$ cat src/pulse_host_defs.svh
`ifndef PULSE_HOST_DEFS_SVH
`define PULSE_HOST_DEFS_SVH

// --------------------------------------------------------------------
// controller register byte offsets on the axi4-lite side
// --------------------------------------------------------------------
`define OFS_CMD        8'h00
`define OFS_DATA       8'h04
`define OFS_EVT        8'h08
`define OFS_STATUS     8'h0c
`define OFS_MEAS       8'h10

// --------------------------------------------------------------------
// device register addresses on the device write port
// --------------------------------------------------------------------
`define DEV_LOWER_CTRL  8'h00
`define DEV_UPPER_CTRL  8'h01
`define DEV_WIDTH_LOW   8'h02
`define DEV_WIDTH_HIGH  8'h03
`define DEV_PERIOD_LOW  8'h04
`define DEV_PERIOD_HIGH 8'h05
`define DEV_SYS_CTRL2   8'h06
`define DEV_PORT_LATCH  8'h07

// --------------------------------------------------------------------
// upper timer control fields
// --------------------------------------------------------------------
`define RUN_BIT_MASK   8'h08
`define FF_INIT_MASK   8'h80

// --------------------------------------------------------------------
// command register fields
// --------------------------------------------------------------------
`define CMD_OP_LSB     0
`define CMD_SYNC_BIT   8

// --------------------------------------------------------------------
// timing counts, in aclk cycles
// --------------------------------------------------------------------
`define EXT_MIN_PHASE_CYC 16'd2

// --------------------------------------------------------------------
// reset values
// --------------------------------------------------------------------
`define EVT_RESET      32'h0000_0000
`define DATA_RESET     32'h0000_0000

`endif

$ cat src/pulse_host_pkg.sv
package pulse_host_pkg;

  // operations the host sequencer can run against the device
  typedef enum logic [2:0] {
    op_none,
    op_width,
    op_period,
    op_ctrl_low,
    op_ctrl_high,
    op_stop_level,
    op_port_latch,
    op_warmup
  } op_e;

  typedef enum logic [1:0] {
    st_idle,
    st_issue,
    st_wait
  } seq_state_e;

  // one device byte write of a sequence
  typedef struct packed {
    logic [7:0] addr;
    logic [7:0] wdata;
    logic       wait_match;
    logic       last;
  } step_s;

endpackage

$ cat src/pulse_host.sv
`timescale 1ns/10ps
`include "pulse_host_defs.svh"

// How it works
// - count input phases last two cycles minimum
// - width written low byte then high
// - width writes follow the match interrupt when the sync bit is set
// - stop first, change flop level afterwards
// - stop timer before oscillator stop mode
// - ppg registers unbuffered, unchanged while running
// - period and width written low then high
// - port latch set to one before output
// - warm-up keeps flop initial bit zero
// - slow warm-up sequence around match interrupt
// - fast warm-up sequence around match interrupt
module pulse_host #(
  parameter logic [15:0] min_phase_cycles = `EXT_MIN_PHASE_CYC
) (
  input  wire logic                 aclk,
  input  wire logic                 aresetn,
  input  wire logic                 awvalid,
  output      logic                 awready,
  input  wire logic [7:0]           awaddr,
  input  wire logic [2:0]           awprot,
  input  wire logic                 wvalid,
  output      logic                 wready,
  input  wire logic [31:0]          wdata,
  input  wire logic [3:0]           wstrb,
  output      logic                 bvalid,
  input  wire logic                 bready,
  output      logic [1:0]           bresp,
  input  wire logic                 arvalid,
  output      logic                 arready,
  input  wire logic [7:0]           araddr,
  input  wire logic [2:0]           arprot,
  output      logic                 rvalid,
  input  wire logic                 rready,
  output      logic [31:0]          rdata,
  output      logic [1:0]           rresp,
  output      logic                 dev_we,
  output      logic [7:0]           dev_addr,
  output      logic [7:0]           dev_wdata,
  input  wire logic                 match_interrupt,
  input  wire logic                 out_pin,
  output      logic                 external_count_input
);
  import pulse_host_pkg::*;

  // ------------------------------------------------------------------
  // state declarations
  // ------------------------------------------------------------------
  logic [31:0] data_reg, next_data_reg;
  logic [31:0] evt_reg, next_evt_reg;
  logic        next_awready, next_wready, next_bvalid;
  logic [1:0]  next_bresp, next_rresp;
  logic        next_arready, next_rvalid;
  logic [31:0] next_rdata;
  seq_state_e  state, next_state;
  op_e         op_q, next_op_q;
  logic [2:0]  step, next_step;
  logic [31:0] cmd_data, next_cmd_data;
  logic        sync_q, next_sync_q;
  logic        next_dev_we;
  logic [7:0]  next_dev_addr, next_dev_wdata;
  logic        match_q;
  logic [7:0]  match_cnt, next_match_cnt;
  logic [15:0] ev_cnt, next_ev_cnt;
  logic        next_ext;
  logic        pin_q;
  logic [15:0] run_cnt, next_run_cnt;
  logic [15:0] high_time, next_high_time;
  logic [15:0] low_time, next_low_time;

  logic        wr_fire, wr_mapped, cmd_go, cmd_abort, match_rise;
  logic [15:0] half_eff;
  step_s       cur;

  // ------------------------------------------------------------------
  // device write sequences
  // ------------------------------------------------------------------
  // each width and period value goes out as two byte writes, low byte first
  function automatic step_s step_f(input op_e op, input logic [2:0] idx,
                                   input logic [31:0] d, input logic sync);
    step_s s;
    s = '0;
    unique case (op)
      op_none: begin
        s.last = 1'b1;
      end
      op_width: begin
        s.addr = (idx == 3'd0) ? `DEV_WIDTH_LOW : `DEV_WIDTH_HIGH;
        s.wdata = (idx == 3'd0) ? d[7:0] : d[15:8];
        s.wait_match = (idx == 3'd0) && sync;
        s.last = (idx == 3'd1);
      end
      op_period: begin
        // only issued while the timer is stopped; no buffer behind it
        s.addr = (idx == 3'd0) ? `DEV_PERIOD_LOW : `DEV_PERIOD_HIGH;
        s.wdata = (idx == 3'd0) ? d[7:0] : d[15:8];
        s.last = (idx == 3'd1);
      end
      op_ctrl_low: begin
        s.addr = `DEV_LOWER_CTRL;
        s.wdata = d[7:0];
        s.last = 1'b1;
      end
      op_ctrl_high: begin
        s.addr = `DEV_UPPER_CTRL;
        s.wdata = d[7:0];
        s.last = 1'b1;
      end
      op_stop_level: begin
        // stop and level change never share one write
        s.addr = `DEV_UPPER_CTRL;
        s.wdata = ((idx == 3'd0) ? d[15:8] : d[7:0]) & ~`RUN_BIT_MASK;
        s.last = (idx == 3'd1);
      end
      op_port_latch: begin
        s.addr = `DEV_PORT_LATCH;
        s.wdata = d[7:0];
        s.last = 1'b1;
      end
      op_warmup: begin
        unique case (idx)
          3'd0: begin
            s.addr = `DEV_SYS_CTRL2; // oscillator on
            s.wdata = d[7:0];
          end
          3'd1: begin
            s.addr = `DEV_UPPER_CTRL; // start, initial bit low
            s.wdata = (d[15:8] | `RUN_BIT_MASK) & ~`FF_INIT_MASK;
          end
          3'd2: begin
            s.addr = `DEV_UPPER_CTRL; // stop after match
            s.wdata = d[15:8] & ~(`RUN_BIT_MASK | `FF_INIT_MASK);
            s.wait_match = 1'b1;
          end
          3'd3: begin
            s.addr = `DEV_SYS_CTRL2; // clock select
            s.wdata = d[23:16];
          end
          3'd4: begin
            s.addr = `DEV_SYS_CTRL2; // other oscillator off
            s.wdata = d[31:24];
            s.last = 1'b1;
          end
          default: begin
            s.last = 1'b1;
          end
        endcase
      end
    endcase
    return s;
  endfunction

  // byte-lane merge for strobed register writes
  function automatic logic [31:0] merge_f(input logic [31:0] old_v,
                                          input logic [31:0] new_v,
                                          input logic [3:0] strb);
    logic [31:0] r;
    r = old_v;
    for (int i = 0; i < 4; i++) begin
      if (strb[i]) begin
        r[8*i +: 8] = new_v[8*i +: 8];
      end
    end
    return r;
  endfunction

  // ------------------------------------------------------------------
  // axi4-lite write channel
  // ------------------------------------------------------------------
  // address and data are taken together; awvalid still holds at fire
  assign wr_fire = awready;
  assign wr_mapped = (awaddr == `OFS_CMD) || (awaddr == `OFS_DATA) ||
                     (awaddr == `OFS_EVT);
  assign cmd_go = wr_fire && (awaddr == `OFS_CMD) && wstrb[0] &&
                  (wdata[2:0] != 3'd0) && (state == st_idle);
  assign cmd_abort = wr_fire && (awaddr == `OFS_CMD) && wstrb[0] &&
                     (wdata[2:0] == 3'd0);

  always_comb begin
    next_awready = awvalid && wvalid && !awready && !bvalid;
    next_wready = next_awready;
    next_bvalid = bvalid;
    next_bresp = bresp;
    next_data_reg = data_reg;
    next_evt_reg = evt_reg;
    if (bvalid && bready) begin
      next_bvalid = 1'b0;
    end
    if (wr_fire) begin
      next_bvalid = 1'b1;
      next_bresp = wr_mapped ? 2'b00 : 2'b11;
      if (awaddr == `OFS_DATA) begin
        next_data_reg = merge_f(data_reg, wdata, wstrb);
      end
      if (awaddr == `OFS_EVT) begin
        next_evt_reg = merge_f(evt_reg, wdata, wstrb);
      end
    end
  end

  always_ff @(posedge aclk) begin
    if (!aresetn) begin
      awready <= 1'b0;
      wready <= 1'b0;
      bvalid <= 1'b0;
      bresp <= 2'b00;
      data_reg <= `DATA_RESET;
      evt_reg <= `EVT_RESET;
    end else begin
      awready <= next_awready;
      wready <= next_wready;
      bvalid <= next_bvalid;
      bresp <= next_bresp;
      data_reg <= next_data_reg;
      evt_reg <= next_evt_reg;
    end
  end

  // ------------------------------------------------------------------
  // axi4-lite read channel
  // ------------------------------------------------------------------
  always_comb begin
    next_arready = arvalid && !arready && !rvalid;
    next_rvalid = rvalid;
    next_rdata = rdata;
    next_rresp = rresp;
    if (rvalid && rready) begin
      next_rvalid = 1'b0;
    end
    if (arready) begin
      next_rvalid = 1'b1;
      next_rresp = 2'b00;
      unique case (araddr)
        `OFS_CMD: next_rdata = {23'h0, sync_q, 5'h0, op_q};
        `OFS_DATA: next_rdata = data_reg;
        `OFS_EVT: next_rdata = evt_reg;
        // flop level is the inverse of the observed pin
        `OFS_STATUS: next_rdata = {16'h0, match_cnt, 4'h0, ~pin_q, pin_q,
                                   state == st_wait, state != st_idle};
        `OFS_MEAS: next_rdata = {low_time, high_time};
        default: begin
          next_rdata = 32'h0;
          next_rresp = 2'b11;
        end
      endcase
    end
  end

  always_ff @(posedge aclk) begin
    if (!aresetn) begin
      arready <= 1'b0;
      rvalid <= 1'b0;
      rdata <= 32'h0;
      rresp <= 2'b00;
    end else begin
      arready <= next_arready;
      rvalid <= next_rvalid;
      rdata <= next_rdata;
      rresp <= next_rresp;
    end
  end

  // ------------------------------------------------------------------
  // device write sequencer
  // ------------------------------------------------------------------
  // a command is ignored while busy; op zero aborts a pending wait
  assign match_rise = match_interrupt && !match_q;
  assign cur = step_f(op_q, step, cmd_data, sync_q);

  always_comb begin
    next_state = state;
    next_op_q = op_q;
    next_step = step;
    next_cmd_data = cmd_data;
    next_sync_q = sync_q;
    next_dev_we = 1'b0;
    next_dev_addr = dev_addr;
    next_dev_wdata = dev_wdata;
    next_match_cnt = match_rise ? 8'(match_cnt + 8'd1) : match_cnt;
    unique case (state)
      st_idle: begin
        if (cmd_go) begin
          next_op_q = op_e'(wdata[`CMD_OP_LSB +: 3]);
          next_sync_q = wdata[`CMD_SYNC_BIT];
          next_cmd_data = data_reg;
          next_step = 3'd0;
          next_state = st_issue;
        end
      end
      st_issue, st_wait: begin
        if (cmd_abort) begin
          next_state = st_idle;
        end else if (cur.wait_match && !(state == st_wait && match_rise)) begin
          next_state = st_wait; // write lands the cycle after match
        end else begin
          next_dev_we = 1'b1;
          next_dev_addr = cur.addr;
          next_dev_wdata = cur.wdata;
          next_step = 3'(step + 3'd1);
          next_state = cur.last ? st_idle : st_issue;
        end
      end
    endcase
  end

  always_ff @(posedge aclk) begin
    if (!aresetn) begin
      state <= st_idle;
      op_q <= op_none;
      step <= 3'd0;
      cmd_data <= 32'h0;
      sync_q <= 1'b0;
      dev_we <= 1'b0;
      dev_addr <= 8'h00;
      dev_wdata <= 8'h00;
      match_q <= 1'b0;
      match_cnt <= 8'h00;
    end else begin
      state <= next_state;
      op_q <= next_op_q;
      step <= next_step;
      cmd_data <= next_cmd_data;
      sync_q <= next_sync_q;
      dev_we <= next_dev_we;
      dev_addr <= next_dev_addr;
      dev_wdata <= next_dev_wdata;
      match_q <= match_interrupt;
      match_cnt <= next_match_cnt;
    end
  end

  // ------------------------------------------------------------------
  // external count source
  // ------------------------------------------------------------------
  // the half period is clamped so no phase is ever too short; a disable
  // finishes the low phase first and then idles high
  assign half_eff = (evt_reg[31:16] < min_phase_cycles) ?
                    min_phase_cycles : evt_reg[31:16];

  always_comb begin
    next_ev_cnt = ev_cnt;
    next_ext = external_count_input;
    if (evt_reg[0] || !external_count_input) begin
      if (ev_cnt >= 16'(half_eff - 16'd1)) begin
        next_ev_cnt = 16'h0;
        next_ext = !external_count_input;
      end else begin
        next_ev_cnt = 16'(ev_cnt + 16'd1);
      end
    end else begin
      next_ev_cnt = 16'h0;
    end
  end

  always_ff @(posedge aclk) begin
    if (!aresetn) begin
      ev_cnt <= 16'h0;
      external_count_input <= 1'b1;
    end else begin
      ev_cnt <= next_ev_cnt;
      external_count_input <= next_ext;
    end
  end

  // ------------------------------------------------------------------
  // output pin measurement
  // ------------------------------------------------------------------
  // counts saturate, so very long phases read as all ones
  always_comb begin
    next_run_cnt = (run_cnt == 16'hffff) ? run_cnt : 16'(run_cnt + 16'd1);
    next_high_time = high_time;
    next_low_time = low_time;
    if (out_pin != pin_q) begin
      next_run_cnt = 16'd1;
      if (pin_q) begin
        next_high_time = run_cnt;
      end else begin
        next_low_time = run_cnt;
      end
    end
  end

  always_ff @(posedge aclk) begin
    if (!aresetn) begin
      pin_q <= 1'b0;
      run_cnt <= 16'h0;
      high_time <= 16'h0;
      low_time <= 16'h0;
    end else begin
      pin_q <= out_pin;
      run_cnt <= next_run_cnt;
      high_time <= next_high_time;
      low_time <= next_low_time;
    end
  end

endmodule

$ cat config.mk
export PLATFORM = sky130hd
export DESIGN_NAME = pulse_host
export DESIGN_NICKNAME = d
export VERILOG_FILES = /design/src/pulse_host_pkg.sv /design/src/pulse_host.sv
export VERILOG_INCLUDE_DIRS = /design/src
export SDC_FILE = /design/constraint.sdc
export NUM_CORES = 1
export LEC_CHECK = 0
export ABC_AREA = 1
export BUFFER_PORTS_ARGS = -buffer_cell sky130_fd_sc_hd__buf_4
export CAP_MARGIN = 20
export CORE_AREA = 2 2 167 153
export DETAILED_ROUTE_END_ITERATION = 10
export DIE_AREA = 0 0 169 155
export GPL_ROUTABILITY_DRIVEN = 0
export SLEW_MARGIN = 30
export SYNTH_ARGS = -nofsm -noshare
export SYNTH_HDL_FRONTEND = slang
export SYNTH_SLANG_ARGS = --single-unit
export TNS_END_PERCENT = 20
$ cat constraint.sdc
create_clock -name aclk -period 3.42 [get_ports aclk]
set_input_delay 0 -clock aclk [delete_from_list [all_inputs] [get_ports aclk]]
set_output_delay 0 -clock aclk [all_outputs]
set_load 0.02 [all_outputs]
Yosys cells after proc, flatten, opt, wreduce, memory -nomap -nowiden
Index checks and enable logic that the tools add are counted.
{"block": "classes", "add_sub_neg": 5, "mul": 0, "div_mod_pow": 0, "magnitude_cmp": 2, "eq_ne": 25, "shifts": 0, "n_mux": 30, "n_bitwise": 6, "n_reduce_logical": 58}
{"op": "$pmux W32 S5", "n": 1}
{"op": "$pmux W16 S7", "n": 1}
{"op": "$pmux W11 S5", "n": 1}
{"op": "$add A16 B1 Y16 const B", "n": 2}
{"op": "$reduce_and A3 Y1", "n": 10}
{"op": "$eq A8 B4 Y1 const B", "n": 3}
{"op": "$eq A16 B16 Y1 const B", "n": 1}
{"op": "$eq A8 B3 Y1 const B", "n": 2}
{"op": "$ge A16 B16 Y1", "n": 1}
{"op": "$logic_and A1 B1 Y1", "n": 16}
{"op": "$logic_not A8 Y1", "n": 2}
{"op": "$lt A16 B2 Y1 const B", "n": 1}
{"op": "$mux W16", "n": 1}
{"op": "$mux W8", "n": 2}
{"op": "$sub A16 B1 Y16 const B", "n": 1}
{"op": "$eq A3 B3 Y1 const B", "n": 5}
{"op": "$eq A3 B2 Y1 const B", "n": 4}
{"op": "$mux W1", "n": 12}
{"op": "$mux W2", "n": 5}
{"op": "$logic_not A3 Y1", "n": 3}
{"op": "$mux W3", "n": 3}
{"op": "$reduce_or A3 Y1", "n": 3}
{"op": "$add A8 B1 Y8 const B", "n": 1}
{"op": "$eq A8 B5 Y1 const B", "n": 1}
{"op": "other kinds (21)", "n": 44}
{"block": "word_totals", "reg_bits": 237, "latch_bits": 0, "ramBits": 0, "rom_bits": 0, "input_bits": 67, "out_inout_bits": 59, "wordCells": 158, "n_memories": 0}

Longest topological paths before layout
{"block": "depth", "ltp_word": 8, "mapped_depth": 20, "ltp_nobuf": 20}

Least setup slack after synthesis
No wires, ideal clock.
{"block": "synth_path", "path_type": "reg2reg", "from": "reg evt_reg[24]", "to": "reg ev_cnt[15]", "setup_time_ns": 0.128, "arrival_time_ns": 2.862, "required_time_ns": 3.292, "slack_ns": 0.431, "path_stages_with_launch": 20, "n_path_buf": 1, "period_less_slack_ns": 2.989, "cell_sequence": "dfxtp_1 -> nor2_1 -> nand2_1 -> nor2_1 -> nand3_1 -> nand2_1 -> ha_1 -> nand2_1 -> nor3_1 -> nand2_1 -> xor2_1 -> ha_1 -> nand2_1 -> inv_1 -> nand3_1 -> nor2_1 -> nand3_1 -> nand4_1 -> clkbuf_1 -> nor2_1"}
{"block": "synth_via", "elab_chain_len": 5}
{"item": "start, declared", "line": "pulse_host.sv:53", "source": "logic [31:0] evt_reg, next_evt_reg;"}
{"item": "start signal, assigned", "line": "pulse_host.sv:211", "source": "evt_reg <= `EVT_RESET;"}
{"item": "start signal, assigned", "line": "pulse_host.sv:218", "source": "evt_reg <= next_evt_reg;"}
{"item": "$lt A16 B2 Y1", "line": "pulse_host.sv:340", "source": "assign half_eff = (evt_reg[31:16] < min_phase_cycles) ?"}
{"item": "$mux W16 *", "line": "pulse_host.sv:340"}
{"item": "$sub A16 B1 Y16 *", "line": "pulse_host.sv:347", "source": "if (ev_cnt >= 16'(half_eff - 16'd1)) begin"}
{"item": "$ge A16 B16 Y1 *", "line": "pulse_host.sv:347"}
{"item": "$reduce_or A3 Y1 (no source line) *"}
{"item": "end signal, assigned", "line": "pulse_host.sv:363", "source": "ev_cnt <= next_ev_cnt;"}
{"item": "end, declared", "line": "pulse_host.sv:67", "source": "logic [15:0] ev_cnt, next_ev_cnt;"}
Mark *: on every way between the ends. The rest lies on a longest branch, timed or not.
A chain may end at the register's enable or synchronous reset.

Worst setup path in the final report
Ends and elaborated chain as after synthesis.

==> impl_metrics.env <==
export IMPL_die_w_um=169
export IMPL_cts_sinks=230
export IMPL_htree_levels=1
export IMPL_seq_area_frac_synth_pct=42.3
export IMPL_port_buffers=114
export IMPL_cts_buffers=26
export IMPL_ys_types=35
export IMPL_reg2reg_depth=19
export IMPL_synth_xor_area_share_pct=1.93
export IMPL_status="complete, no violations"
export IMPL_critPathArrivalTime_ps=3500
export IMPL_hold_path_class="primary input to flop"
export IMPL_hold_depth=5
export IMPL_p_per_area_nw_per_um2=484
export IMPL_max_freq_mhz=325
export IMPL_start_util_pct=44.2
export IMPL_reg2reg_slack_ps=340
export IMPL_clkLatencyLatePin_ps=540
export IMPL_grt_usage_pct=24.3
export IMPL_drtIter0Drc=814
export IMPL_startpoint_type="flop"
export IMPL_synth_simple_area_share_pct=28.3
export IMPL_synth_top_family_by_area="simple AND/OR/NAND/NOR gates"
export IMPL_postRouteAntennaNets=0
export IMPL_grt_max_degree=73
export IMPL_cts_tree="done"
export IMPL_cp_required_ps=3840
export IMPL_setup_viol=0
export IMPL_cts_root_buffer="clkbuf_16"
export IMPL_synth_cells=1585
export IMPL_fin_nets=1822
export IMPL_cellLeakagePower_nw=5.62
export IMPL_min_period_ps=3080
export IMPL_drt_wirelength_per_cell_um=15.8
export IMPL_reg2reg_to="ev_cnt[15]"
export IMPL_wl_met2_um=14400
export IMPL_clk_path_buf_depth=3
export IMPL_n_antenna_cell=0
export IMPL_vdd_drop_max_uv=343
export IMPL_finalCritPeriodShare_pct=90.1
export IMPL_slew_violations=0
export IMPL_min_to="rresp[0]"
export IMPL_rsz0062_at_grt="false"
export IMPL_final_util_pct=54.5
export IMPL_synth_warnings=0
export IMPL_grt_pass1_wl_um=51500
export IMPL_first_global_vias=9807
export IMPL_dp_slack_ps=275
export IMPL_timing_max_cap_violations=0
export IMPL_rows=55
export IMPL_io_pins=126
export IMPL_slew_headroom_pct=37.0
export IMPL_rr_startpoint="evt_reg[24]"
export IMPL_hold_start="araddr[1]"
export IMPL_synth_seq_cells=230
export IMPL_netlist_area_um2=10900
export IMPL_top_layer="met4"
export IMPL_multiInputGateArea_um2=5360
export IMPL_drive_gt1_share_pct=10.8
export IMPL_hpwl_um=22900
export IMPL_synth_compound_area_share_pct=15.4
export IMPL_viasPerCell=5.20
export IMPL_skew_ps=16.3
export IMPL_hold_viol_final=0
export IMPL_wl_met3_um=1820
export IMPL_seq_area_um2=4600
export IMPL_die_area_um2=26200
export IMPL_drt_met1_wl_um=15600
export IMPL_avgSynthCellArea_um2=6.87
export IMPL_muxShareOfSynthArea_pct=0
export IMPL_first_pass_iters=5
export IMPL_worstMarginPinSlew_ps=945
export IMPL_critical_path_class="flop to flop"
export IMPL_setup_tns_ps=0
export IMPL_worstSetupEndpointType="flop"
export IMPL_cts_clk_slew_worst_paths_ps=60
export IMPL_fillCellCount=2470
export IMPL_routed_wl_um=32400
export IMPL_grt_antenna_before_repair=0
export IMPL_cp_max_fo=16
export IMPL_area_delta_synth_final_pct=23.4
export IMPL_synthAdderAreaFrac_pct=3.33
export IMPL_fin_ws_ps=340
export IMPL_core_um2=24600
export IMPL_die_height_um=155
export IMPL_num_vias=10700
export IMPL_overflow=0
export IMPL_drc=0
==> repair_timing <==
item	in CTS	in global routing
buffers inserted	0	0
endpoints found under the hold margin	102	0
resized for setup	0	1
setup endpoints to repair	0	15
hold buffers	56	0
==> cells in the mapped netlist, drive strengths merged <==
| library cell | n | area [um2] |
|---|---|---|
| nand2 | 434 | 1640 |
| dfxtp | 230 | 4600 |
| a21oi | 181 | 906 |
| inv | 161 | 604 |
| nand3 | 136 | 681 |
| o21ai | 125 | 626 |
| nor2 | 120 | 453 |
| clkbuf | 55 | 206 |
| ha | 29 | 363 |
| nor3 | 24 | 120 |
| buf | 20 | 134 |
| xor2 | 20 | 175 |
| nand4 | 16 | 100 |
| o211ai | 7 | 52.6 |
| a31oi | 6 | 37.5 |
| xnor2 | 4 | 35.0 |
| or2 | 3 | 18.8 |
| nor3b | 2 | 15.0 |
| nor4 | 2 | 42.5 |
| o21bai | 2 | 15.0 |
| a211oi | 1 | 7.51 |
| a21boi | 1 | 7.51 |
| a21o | 1 | 7.51 |
| a22oi | 1 | 7.51 |
| and3 | 1 | 6.26 |
| clkinv | 1 | 3.75 |
| conb | 1 | 3.75 |
| o2111ai | 1 | 8.76 |
==> per-layer routing <==
metal  GRT usage [%]  vias up
li1                -     5429
met1            34.9     4932
met2            39.0      293
met3            3.08       46
met4            5.90        0
met5               0        -
==> where the power goes <==
part / switching, mW / total [mW] / internal (mW)
clock: 1.16 / 3.07 / 1.91
combinational: 0.415 / 0.648 / 0.233
sequential: 0.0418 / 2.78 / 2.73
==> worst max path at each step <==
stage                startpoint          to  slack, ps  depth (start not counted)
finish              evt_reg[24]  ev_cnt[15]        340                         19
global route        evt_reg[24]  ev_cnt[15]         20                         19
CTS                 evt_reg[24]  ev_cnt[13]        280                         19
detailed placement  evt_reg[24]  ev_cnt[13]        280                         19
global placement    evt_reg[24]  ev_cnt[13]        350                         19
floorplan           evt_reg[24]  ev_cnt[15]        430                         19
==> placed cells by master (no fill, tap or decap), types with 9 or more instances in the layout <==
cell type	instances
clkinv_2	9
nand4_1	16
clkbuf_16	26
a21oi_1	181
o21ai_0	125
nor2_1	118
xor2_1	20
ha_1	28
nand3_1	136
nor3_1	22
dlygate4sd3_1	56
inv_1	158
nand2_1	431
dfxtp_1	230
buf_4	128
==> final cells by class <==
cell class,instances,area share (%)
repair buffers,184,11.3
multi-input cells,1122,39.9
inverters,162,4.53
clock inverters,16,1.80
well taps,313,2.92
clock buffers,31,5.21
flip-flops and latches,230,34.3
==> kinds of logic (layout without fill, tap and decap cells) <==
kind of cell | Yosys count | in the layout
xor gates and xnor gates | 24 | 24
and+or+nand+nor | 738 | 738
DFF | 230 | 230
buffers and inverters | 237 | 393
AOI/OAI and AO/OA | 326 | 326
other | 1 | 5
adders and majority gates | 29 | 29
==> critical path, cell delays in order, from the launching register on <==
cell,delay (ps)
dfxtp_1,340
nor2_1,150
nand2_1,110
nor2_1,140
nand3_1,150
nand2_1,120
ha_1,210
nand2_1,130
nor3_2,250
nand2_1,90
xor2_1,160
ha_1,280
nand2_1,60
inv_1,50
nand3_1,80
nor2_1,140
nand3_1,120
nand4_1,120
buf_4,220
nor2_1,70
==> stage by stage <==
step,hold slack (ps),instances,cell area [um2],total power [mW]
final,20.1,2058,13400,6.50
after global routing,89.8,2058,13400,6.74
after CTS,4.04,2058,13400,6.53
after detailed placement,190,1955,11900,3.43
after global placement,183,1955,11900,3.42
after floorplan,93.5,1589,10900,3.22
Power figures use the tool's default switching activity.
